==> config.mk <==
export PLATFORM = sky130hd
export DESIGN_NAME = pcs_core
export DESIGN_NICKNAME = d
export VERILOG_FILES = /design/src/inc/pcs_pkg.sv /design/src/hw/pcs_core.sv
export SDC_FILE = /design/constraint.sdc
export NUM_CORES = 1
export LEC_CHECK = 0
export ABC_AREA = 0
export BUFFER_PORTS_ARGS = -buffer_cell sky130_fd_sc_hd__buf_2
export CAP_MARGIN = 0
export CORE_UTILIZATION = 47
export DETAILED_ROUTE_END_ITERATION = 16
export HOLD_SLACK_MARGIN = 0.1
export PLACE_DENSITY_LB_ADDON = 0.2
export SYNTH_ARGS = -nofsm -noshare
export SYNTH_HDL_FRONTEND = slang
export SYNTH_SLANG_ARGS = --single-unit
==> constraint.sdc <==
create_clock -name i_clk_sys -period 2.4 [get_ports i_clk_sys]
set_input_delay 0.12 -clock i_clk_sys [delete_from_list [all_inputs] [get_ports i_clk_sys]]
set_output_delay 0.12 -clock i_clk_sys [all_outputs]
set_load 0.005 [all_outputs]
==> src/inc/pcs_pkg.sv <==
// Package for the program counter and return stack block
package pcs_pkg;
    // ------------------------------------------------------------
    // Widths and reset values
    // ------------------------------------------------------------
    localparam int unsigned PC_WIDTH     = 13;
    localparam int unsigned LOW_WIDTH    = 8;
    localparam int unsigned HIGH_WIDTH   = 5;
    localparam int unsigned PAGE_BITS    = 11;
    localparam int unsigned PAGE_SEL_LSB = 3;
    localparam int unsigned STACK_DEPTH  = 8;
    localparam logic [12:0] PC_RESET     = 13'h0000;
    localparam logic [4:0]  LATCH_RESET  = 5'h00;

    // Program counter operation requested by the decoder
    typedef enum logic [2:0] {
        PCS_OP_HOLD,
        PCS_OP_NEXT,
        PCS_OP_JUMP,
        PCS_OP_CALL,
        PCS_OP_RETURN,
        PCS_OP_VECTOR,
        PCS_OP_LOW_WRITE
    } pcs_op_t;

    // Request from the core decoder
    typedef struct packed {
        pcs_op_t     op;
        logic [10:0] target;
        logic [7:0]  low_data;
        logic [12:0] vector;
    } pcs_req_t;
endpackage : pcs_pkg

==> src/hw/pcs_core.sv <==
// Program counter with upper latch and circular return stack
`timescale 1ns/1ns
// Function
// - Thirteen-bit counter; low byte readable and writable through the core.
// - Upper five counter bits are hidden; changed only via the upper latch.
// - Any reset clears the upper counter bits.
// - Low byte write loads byte and copies all five latch bits upward.
// - Call or jump takes top two bits from latch bits four and three.
// - Call and jump supply eleven address bits within one 2K page.
// - Adding to the low byte never carries into the upper bits.
// - Return stack has eight entries of thirteen bits.
// - Stack and its pointer are invisible to software.
// - Call pushes counter plus one; interrupt vectoring pushes the current counter.
// - Return, return with literal, return from interrupt pop the stack.
// - Pop restores the whole thirteen-bit counter.
// - Push and pop leave the upper latch unchanged.
// - Stack is circular; ninth push overwrites the first entry.
// - No overflow or underflow indication exists.
// - Pushes and pops only come from call, return and vectoring.
// - Low byte and latch reachable from every bank; bank is ignored.
module pcs_core
    import pcs_pkg::*;
#(
    parameter int unsigned DEPTH = STACK_DEPTH
) (
    // Clock and reset
    input  wire logic              i_clk_sys,
    input  wire logic              i_reset_n,
    // Decoder request
    input  wire pcs_req_t          i_req,
    // Upper latch write from the core
    input  wire logic              i_latch_we,
    input  wire logic [4:0]        i_latch_data,
    // Counter outputs
    output logic [12:0]            o_pc,
    output logic [7:0]             o_program_counter_low,
    output logic [4:0]             o_program_counter_upper_latch
);
    localparam int unsigned PW = $clog2(DEPTH);

    // ------------------------------------------------------------
    // Elaboration check
    // ------------------------------------------------------------
    if (DEPTH < 2 || (1 << PW) != DEPTH) begin : g_bad_depth
        $error("pcs_core: DEPTH must be a power of two, at least 2");
    end

    // ------------------------------------------------------------
    // State
    // ------------------------------------------------------------
    logic [12:0]      pc;
    logic [4:0]       upper_latch;
    logic [12:0]      stack_mem [DEPTH];
    logic [PW-1:0]    stack_ptr;
    logic [12:0]      next_pc;
    logic [PW-1:0]    pop_ptr;
    logic             push_en;
    logic             pop_en;
    logic [12:0]      pop_value;

    // ------------------------------------------------------------
    // Stack decode
    // ------------------------------------------------------------
    // Pop reads the entry below the pointer; an empty stack wraps silently
    assign pop_ptr   = stack_ptr - PW'(1);
    assign pop_value = stack_mem[pop_ptr];
    // Only calls, vectoring and returns move the stack; nothing else can
    assign push_en   = (i_req.op == PCS_OP_CALL) || (i_req.op == PCS_OP_VECTOR);
    assign pop_en    = (i_req.op == PCS_OP_RETURN);

    // ------------------------------------------------------------
    // Outputs
    // ------------------------------------------------------------
    // Fetch address is full width; software only ever sees the low byte
    assign o_pc                          = pc;
    assign o_program_counter_low         = pc[7:0];
    assign o_program_counter_upper_latch = upper_latch;

    // ------------------------------------------------------------
    // Next counter value
    // ------------------------------------------------------------
    // Next counter value per operation
    always_comb begin
        next_pc = pc;
        unique case (i_req.op)
            PCS_OP_HOLD:      next_pc = pc;
            PCS_OP_NEXT:      next_pc = pc + 13'h0001;
            PCS_OP_JUMP,
            PCS_OP_CALL:      next_pc = {upper_latch[4:3], i_req.target};
            PCS_OP_RETURN:    next_pc = pop_value;
            PCS_OP_VECTOR:    next_pc = i_req.vector;
            PCS_OP_LOW_WRITE: next_pc = {upper_latch, i_req.low_data};
            default:          next_pc = pc;
        endcase
    end

    // ------------------------------------------------------------
    // Counter and upper latch
    // ------------------------------------------------------------
    // Program counter; reset clears all bits including the upper ones
    always_ff @(posedge i_clk_sys) begin
        if (!i_reset_n) begin
            pc <= PC_RESET;
        end else begin
            pc <= next_pc;
        end
    end

    // Upper latch only changes on its own write, never by stack activity
    always_ff @(posedge i_clk_sys) begin
        if (!i_reset_n) begin
            upper_latch <= LATCH_RESET;
        end else if (i_latch_we) begin
            upper_latch <= i_latch_data;
        end
    end

    // ------------------------------------------------------------
    // Return stack
    // ------------------------------------------------------------
    // Stack pointer wraps freely; no status flags are kept
    always_ff @(posedge i_clk_sys) begin
        if (!i_reset_n) begin
            stack_ptr <= '0;
        end else if (push_en) begin
            stack_ptr <= stack_ptr + PW'(1);
        end else if (pop_en) begin
            stack_ptr <= pop_ptr;
        end
    end

    // Stack storage, hidden from any address space
    genvar gi;
    for (gi = 0; gi < DEPTH; gi++) begin : g_stack
        always_ff @(posedge i_clk_sys) begin
            if (!i_reset_n) begin
                stack_mem[gi] <= PC_RESET;
            end else if (push_en && stack_ptr == PW'(gi)) begin
                // Call pushes the return address, vectoring the current one
                stack_mem[gi] <= (i_req.op == PCS_OP_CALL) ? pc + 13'h0001 : pc;
            end
        end

        // An entry only changes when the pointer selects it for a push
        property p_entry_kept;
            @(posedge i_clk_sys) disable iff (!i_reset_n)
            !(push_en && stack_ptr == PW'(gi)) |=> $stable(stack_mem[gi]);
        endproperty
        a_entry_kept: assert property (p_entry_kept) else $error("stack entry changed without push");

        // Every entry starts clean after a reset
        property p_entry_reset;
            @(posedge i_clk_sys) !i_reset_n |=> stack_mem[gi] == PC_RESET;
        endproperty
        a_entry_reset: assert property (p_entry_reset) else $error("stack entry not cleared");
    end

    // ------------------------------------------------------------
    // Assertions
    // ------------------------------------------------------------
    property p_reset_clear;
        @(posedge i_clk_sys) !i_reset_n |=> (pc == 13'h0000 && stack_ptr == '0);
    endproperty
    a_reset_clear: assert property (p_reset_clear) else $error("reset did not clear pc");

    property p_low_write;
        @(posedge i_clk_sys) disable iff (!i_reset_n)
        (i_req.op == PCS_OP_LOW_WRITE) |=> pc == {$past(upper_latch), $past(i_req.low_data)};
    endproperty
    a_low_write: assert property (p_low_write) else $error("low write load wrong");

    property p_page_jump;
        @(posedge i_clk_sys) disable iff (!i_reset_n)
        (i_req.op == PCS_OP_JUMP) |=> pc == {$past(upper_latch[4:3]), $past(i_req.target)};
    endproperty
    a_page_jump: assert property (p_page_jump) else $error("jump target wrong");

    property p_advance;
        @(posedge i_clk_sys) disable iff (!i_reset_n)
        (i_req.op == PCS_OP_NEXT) |=> pc == $past(pc) + 13'h0001;
    endproperty
    a_advance: assert property (p_advance) else $error("pc did not advance");

    property p_call_return;
        @(posedge i_clk_sys) disable iff (!i_reset_n)
        (i_req.op == PCS_OP_CALL) ##1 (i_req.op == PCS_OP_RETURN) |=> pc == $past(pc, 2) + 13'h0001;
    endproperty
    a_call_return: assert property (p_call_return) else $error("return address wrong");

    property p_latch_kept;
        @(posedge i_clk_sys) disable iff (!i_reset_n)
        (!i_latch_we && i_req.op inside {PCS_OP_CALL, PCS_OP_RETURN}) |=> $stable(upper_latch);
    endproperty
    a_latch_kept: assert property (p_latch_kept) else $error("latch changed by stack");

    property p_push_ptr;
        @(posedge i_clk_sys) disable iff (!i_reset_n)
        (i_req.op == PCS_OP_VECTOR) |=> stack_ptr == $past(stack_ptr) + PW'(1);
    endproperty
    a_push_ptr: assert property (p_push_ptr) else $error("push pointer wrong");

    property p_pop_ptr;
        @(posedge i_clk_sys) disable iff (!i_reset_n)
        (i_req.op == PCS_OP_RETURN) |=> stack_ptr == $past(stack_ptr) - PW'(1);
    endproperty
    a_pop_ptr: assert property (p_pop_ptr) else $error("pop pointer wrong");

    property p_vector_saves;
        @(posedge i_clk_sys) disable iff (!i_reset_n)
        (i_req.op == PCS_OP_VECTOR) |=> stack_mem[$past(stack_ptr)] == $past(pc);
    endproperty
    a_vector_saves: assert property (p_vector_saves) else $error("vector push wrong");

    // Calls page through the latch exactly as jumps do
    property p_call_target;
        @(posedge i_clk_sys) disable iff (!i_reset_n)
        (i_req.op == PCS_OP_CALL) |=> pc == {$past(upper_latch[4:3]), $past(i_req.target)};
    endproperty
    a_call_target: assert property (p_call_target) else $error("call target wrong");

    property p_call_saves;
        @(posedge i_clk_sys) disable iff (!i_reset_n)
        (i_req.op == PCS_OP_CALL) |=> stack_mem[$past(stack_ptr)] == $past(pc) + 13'h0001;
    endproperty
    a_call_saves: assert property (p_call_saves) else $error("call push wrong");

    // Wrap is silent: the pointer just moves on, no flag is raised
    property p_call_ptr;
        @(posedge i_clk_sys) disable iff (!i_reset_n)
        (i_req.op == PCS_OP_CALL) |=> stack_ptr == $past(stack_ptr) + PW'(1);
    endproperty
    a_call_ptr: assert property (p_call_ptr) else $error("call pointer wrong");

    property p_return_load;
        @(posedge i_clk_sys) disable iff (!i_reset_n)
        (i_req.op == PCS_OP_RETURN) |=> pc == $past(pop_value);
    endproperty
    a_return_load: assert property (p_return_load) else $error("return load wrong");

    property p_vector_load;
        @(posedge i_clk_sys) disable iff (!i_reset_n)
        (i_req.op == PCS_OP_VECTOR) |=> pc == $past(i_req.vector);
    endproperty
    a_vector_load: assert property (p_vector_load) else $error("vector load wrong");

    // Vectoring then return from interrupt resumes the interrupted address
    property p_vector_return;
        @(posedge i_clk_sys) disable iff (!i_reset_n)
        (i_req.op == PCS_OP_VECTOR) ##1 (i_req.op == PCS_OP_RETURN) |=> pc == $past(pc, 2);
    endproperty
    a_vector_return: assert property (p_vector_return) else $error("interrupt return wrong");

    // Nested calls unwind in reverse order
    property p_nested_calls;
        @(posedge i_clk_sys) disable iff (!i_reset_n)
        (i_req.op == PCS_OP_CALL) ##1 (i_req.op == PCS_OP_CALL) ##1 (i_req.op == PCS_OP_RETURN)
            ##1 (i_req.op == PCS_OP_RETURN) |=> pc == $past(pc, 4) + 13'h0001;
    endproperty
    a_nested_calls: assert property (p_nested_calls) else $error("nested return wrong");

    property p_hold;
        @(posedge i_clk_sys) disable iff (!i_reset_n)
        (i_req.op == PCS_OP_HOLD) |=> $stable(pc);
    endproperty
    a_hold: assert property (p_hold) else $error("pc moved on hold");

    property p_stack_idle;
        @(posedge i_clk_sys) disable iff (!i_reset_n)
        !(push_en || pop_en) |=> $stable(stack_ptr);
    endproperty
    a_stack_idle: assert property (p_stack_idle) else $error("pointer moved without stack op");

    // Latch is the only way into the hidden upper bits
    property p_latch_write;
        @(posedge i_clk_sys) disable iff (!i_reset_n)
        i_latch_we |=> upper_latch == $past(i_latch_data);
    endproperty
    a_latch_write: assert property (p_latch_write) else $error("latch write lost");

    property p_latch_idle;
        @(posedge i_clk_sys) disable iff (!i_reset_n)
        !i_latch_we |=> $stable(upper_latch);
    endproperty
    a_latch_idle: assert property (p_latch_idle) else $error("latch changed without write");

    property p_latch_reset;
        @(posedge i_clk_sys) !i_reset_n |=> upper_latch == LATCH_RESET;
    endproperty
    a_latch_reset: assert property (p_latch_reset) else $error("reset did not clear latch");

    // A computed low byte never disturbs the page bits
    property p_low_upper;
        @(posedge i_clk_sys) disable iff (!i_reset_n)
        (i_req.op == PCS_OP_LOW_WRITE) |=> pc[12:8] == $past(upper_latch);
    endproperty
    a_low_upper: assert property (p_low_upper) else $error("low write carried upward");

    // ------------------------------------------------------------
    // Coverage
    // ------------------------------------------------------------
    // Main scenarios: call, wrap of the pointer, low write, return, vectoring
    c_call:   cover property (@(posedge i_clk_sys) i_req.op == PCS_OP_CALL);
    c_wrap:   cover property (@(posedge i_clk_sys) i_req.op == PCS_OP_CALL && stack_ptr == PW'(DEPTH - 1));
    c_lowwr:  cover property (@(posedge i_clk_sys) i_req.op == PCS_OP_LOW_WRITE);
    c_return: cover property (@(posedge i_clk_sys) i_req.op == PCS_OP_RETURN);
    c_vector: cover property (@(posedge i_clk_sys) i_req.op == PCS_OP_VECTOR);
endmodule : pcs_core

==> metrics.txt <==
# TYPE chip_impl_metric gauge
chip_impl_metric{name="grt_use_total",unit="%"} 25.4
chip_impl_metric{name="design.final.nets",unit=""} 684
chip_impl_metric{name="die-area",unit="um^2"} 13900
chip_impl_metric{name="cts_max_level",unit=""} 4
chip_impl_metric{name="fin_worst_hold_slack",unit="ps"} 116
chip_impl_metric{name="i_o_pins",unit=""} 69
chip_impl_metric{name="async_reset_ff_share",unit="%"} 0
chip_impl_metric{name="finalHoldViolCount",unit=""} 0
chip_impl_info{name="netlist_top_cells_area",value="sky130_fd_sc_hd__edfxtp_1 49%, sky130_fd_sc_hd__mux4_2 9.3%, sky130_fd_sc_hd__dfxtp_1 6.7%"} 1
chip_impl_info{name="synth.largest_area_cell",value="sky130_fd_sc_hd__edfxtp_1"} 1
chip_impl_metric{name="synth_xor_area_share",unit="%"} 2.22
chip_impl_info{name="grt_most_used_layer",value="met2"} 1
chip_impl_info{name="netlist_top_cells_count",value="110 x sky130_fd_sc_hd__nor2_1, 104 x sky130_fd_sc_hd__edfxtp_1, 27 x sky130_fd_sc_hd__a21oi_1"} 1
chip_impl_metric{name="num_antenna_cells",unit=""} 0
chip_impl_metric{name="layout_worst_path_cycle_share",unit="%"} 93.0
chip_impl_metric{name="timing.clock.skew",unit="ps"} 11.5
chip_impl_info{name="setup_repair_after_global_routing_missed_its_margin",value="no"} 1
chip_impl_metric{name="drcViolationCount",unit=""} 0
chip_impl_metric{name="grt_first_pass_wirelength",unit="um"} 26200
chip_impl_metric{name="synth_seq_cells",unit=""} 125
chip_impl_metric{name="multiplexer_share_of_the_synthesized_area",unit="%"} 10.1
chip_impl_metric{name="design_area_final",unit="um^2"} 7650
chip_impl_metric{name="core.rowCount",unit=""} 41
chip_impl_metric{name="netlist_area",unit="um^2"} 6310
chip_impl_metric{name="power.leakage",unit="nW"} 2.81
chip_impl_metric{name="fp.dieW",unit="um"} 118
chip_impl_metric{name="synthCells",unit=""} 546
chip_impl_metric{name="hpwlAfterDp",unit="um"} 11100
chip_impl_metric{name="post-synth-top-area-fraction",unit="%"} 49.5
chip_impl_metric{name="synth-compound-area-share",unit="%"} 10.7
chip_impl_metric{name="largest_fanout_on_the_critical_path",unit=""} 9
chip_impl_metric{name="antenna_left",unit=""} 0
chip_impl_metric{name="clkSinkCount",unit=""} 125
chip_impl_metric{name="firstDrtPassIters",unit=""} 7
chip_impl_metric{name="cts-buffers-inserted",unit=""} 17
chip_impl_metric{name="post-route-min-period",unit="ps"} 2230
chip_impl_metric{name="arrival",unit="ps"} 2360
chip_impl_info{name="ys_dominant_reg_cell",value="sky130_fd_sc_hd__edfxtp_1"} 1
chip_impl_metric{name="clk_latency",unit="ps"} 420
chip_impl_metric{name="finalWeightedCongestion",unit=""} 0.877
chip_impl_metric{name="critical_path_required",unit="ps"} 2530
chip_impl_metric{name="numPortBuffers",unit=""} 68
chip_impl_metric{name="grt_start_max_net_pins",unit=""} 30
chip_impl_metric{name="gr_util_met2",unit="%"} 42.5
chip_impl_metric{name="grt_pass1_vias",unit=""} 4769
chip_impl_info{name="cts-root-buf",value="sky130_fd_sc_hd__clkbuf_16"} 1
chip_impl_metric{name="report.final.slew_viol_count",unit=""} 0
chip_impl_metric{name="synth-edff-count",unit=""} 104
chip_impl_info{name="critical_path.startpoint_type",value="flop"} 1
chip_impl_metric{name="synth-warning-count",unit=""} 0
chip_impl_metric{name="syn_avg_cell_area",unit="um^2"} 11.6
chip_impl_metric{name="syn-num-nets",unit=""} 597
chip_impl_info{name="worstHoldPathType",value="input port to flop"} 1
chip_impl_metric{name="peak_ir_drop_on_the_vdd_network",unit="uV"} 531
chip_impl_info{name="cts_tree",value="done"} 1
chip_impl_metric{name="wl",unit="um"} 16900
chip_impl_info{name="endpoint_kind",value="flop"} 1
chip_impl_info{name="outcome",value="finished clean"} 1
chip_impl_metric{name="max_freq",unit="MHz"} 448
chip_impl_info{name="worst-setup-path-type",value="flop to flop"} 1
chip_impl_metric{name="core",unit="um^2"} 12900
chip_impl_metric{name="share_of_synthesized_cell_area_in_full_adder_half_adder_and_majority_cells",unit="%"} 1.59
chip_impl_metric{name="avgViaCountPerCell",unit=""} 5.88
chip_impl_metric{name="synthSimpleGateAreaFrac",unit="%"} 14.4
chip_impl_metric{name="antenna_found_initial",unit=""} 0
chip_impl_metric{name="synth.yosys.seq_area_share",unit="%"} 56.1
chip_impl_metric{name="setup_total_negative_slack",unit="ps"} 0
chip_impl_metric{name="dpl-instance-area",unit="um^2"} 6920
chip_impl_metric{name="post_drt_wl_per_cell",unit="um"} 20.7
chip_impl_metric{name="grt_util_met1",unit="%"} 32.3
chip_impl_metric{name="pwr_density_cell",unit="nW/um^2"} 779
chip_impl_metric{name="starting_density_of_the_core",unit="%"} 49.0
chip_impl_metric{name="overflow",unit=""} 0
chip_impl_metric{name="count_of_vias_placed_by_the_detailed_router",unit=""} 4807
chip_impl_info{name="combinational_family_with_the_most_area_after_synthesis",value="simple AND/OR/NAND/NOR gates"} 1
chip_impl_metric{name="die_height",unit="um"} 118
chip_impl_metric{name="slew_headroom",unit="%"} 37.8
chip_impl_metric{name="drive_gt1_share",unit="%"} 26.9
chip_impl_metric{name="first_iter_violations",unit=""} 545
chip_impl_info{name="yosys.cell_count.top_type",value="sky130_fd_sc_hd__nor2_1"} 1
chip_impl_metric{name="timing_worst_slew_pin_value",unit="ps"} 923
chip_impl_metric{name="grtUsageMet3",unit="%"} 5.23
chip_impl_metric{name="max_cap_violations",unit=""} 0
chip_impl_metric{name="area_delta_synth_final",unit="%"} 21.1
chip_impl_metric{name="post_synth_num_cell_types",unit=""} 56
chip_impl_metric{name="finalSetupViolCount",unit=""} 0
chip_impl_metric{name="worst_setup_hold_path_clk_slew",unit="ps"} 70
chip_impl_metric{name="clock_path_buffers",unit=""} 2
-- power breakdown --
group	switching, mW	internal (mW)	leakage [nW]
sequential	0.0652	2.46	1.25
clock	1.03	1.57	0.297
combinational	0.470	0.368	1.26
-- metal layers --
| metal | part of all wire (%) | wire length [um] |
|---|---|---|
| met2 | 50 | 8400 |
| met3 | 6.5 | 1100 |
| met4 | 2.6 | 434 |
| met1 | 41 | 6970 |
| met5 | 0 | 0 |
-- timing repair --
item                                    4_1_cts  5_1_grt
hold endpoints to repair                      6        0
hold buffers                                 11        0
endpoints found under the setup margin        0        4
setup buffers                                 0        1
gates resized for setup                       0        1
-- kinds of logic (layout without fill, tap and decap cells) --
logic type,after synthesis,after routing
compound gates,102,102
xor+xnor,16,16
fa+ha+maj,8,8
buf+inv,63,163
flops,125,125
mux,31,31
simple gates,201,201
-- layout by cell type, fill, tap and decap left out, types with 3 or more instances in the layout --
master	instances
sky130_fd_sc_hd__a22oi_1	6
sky130_fd_sc_hd__o211ai_1	4
sky130_fd_sc_hd__mux2i_1	5
sky130_fd_sc_hd__o22ai_1	4
sky130_fd_sc_hd__clkbuf_16	17
sky130_fd_sc_hd__nand2b_1	5
sky130_fd_sc_hd__inv_6	5
sky130_fd_sc_hd__a311oi_1	5
sky130_fd_sc_hd__nor2_1	110
sky130_fd_sc_hd__nor2b_1	5
sky130_fd_sc_hd__inv_1	13
sky130_fd_sc_hd__buf_2	68
sky130_fd_sc_hd__edfxtp_1	104
sky130_fd_sc_hd__a211oi_1	5
sky130_fd_sc_hd__dlygate4sd3_1	11
sky130_fd_sc_hd__dfxtp_1	20
sky130_fd_sc_hd__a31o_2	3
sky130_fd_sc_hd__a222oi_1	4
sky130_fd_sc_hd__nand2_1	26
sky130_fd_sc_hd__xnor2_1	13
sky130_fd_sc_hd__a21oi_1	27
sky130_fd_sc_hd__nand3_1	17
sky130_fd_sc_hd__inv_8	3
sky130_fd_sc_hd__nor3_1	10
sky130_fd_sc_hd__o21a_1	5
sky130_fd_sc_hd__o21ai_0	16
sky130_fd_sc_hd__o21ai_1	5
sky130_fd_sc_hd__buf_4	37
sky130_fd_sc_hd__ha_1	8
sky130_fd_sc_hd__nand4_1	10
sky130_fd_sc_hd__mux4_2	26
sky130_fd_sc_hd__nor4_1	4
sky130_fd_sc_hd__clkinv_4	4
sky130_fd_sc_hd__a221oi_1	3
-- worst max-delay path, cell delays in order (launching register included) --
cell and delay [ps]:
sky130_fd_sc_hd__dfxtp_1 530, sky130_fd_sc_hd__nand3_4 200, sky130_fd_sc_hd__or4_4 600, sky130_fd_sc_hd__o21ai_1 490, sky130_fd_sc_hd__a21oi_1 140
-- final timing paths --
kind,slack (ps),start,depth (start not counted),end
setup / recovery,170,o_pc[0],4,stack_mem[7][9]
hold / removal,120,i_req[20],4,o_pc[7]
hold reg to reg,610,o_pc[6],2,o_pc[6]
setup reg to reg,170,o_pc[0],4,stack_mem[7][9]
-- registers in the layout (all words and copies together), names as in the netlist --
| register | flops |
|---|---|
| o_program_counter_upper_latch | 5 |
| stack_mem | 104 |
| stack_ptr | 3 |
| o_pc | 13 |
-- metrics by stage --
step / worst slack (ps) / power (mW) / cells / utilization, %
finish: 169 / 5.96 / 818 / 59.4
global route: 38.8 / 6.16 / 818 / 59.4
CTS: 151 / 5.99 / 817 / 59.3
detailed placement: 212 / 3.38 / 774 / 53.7
global placement: 277 / 3.36 / 774 / 53.7
floorplan: -52.8 / 3.07 / 546 / -
-- area by class of cell --
cell class	instances	area, um^2
inverter	13	48.8
fill	1081	5230
sequential	125	3540
timing repair buffer	118	768
clock inverter	15	176
multi-input combinational	358	2470
clock buffer	17	425
tap	172	215
Power figures use the tool's default switching activity.
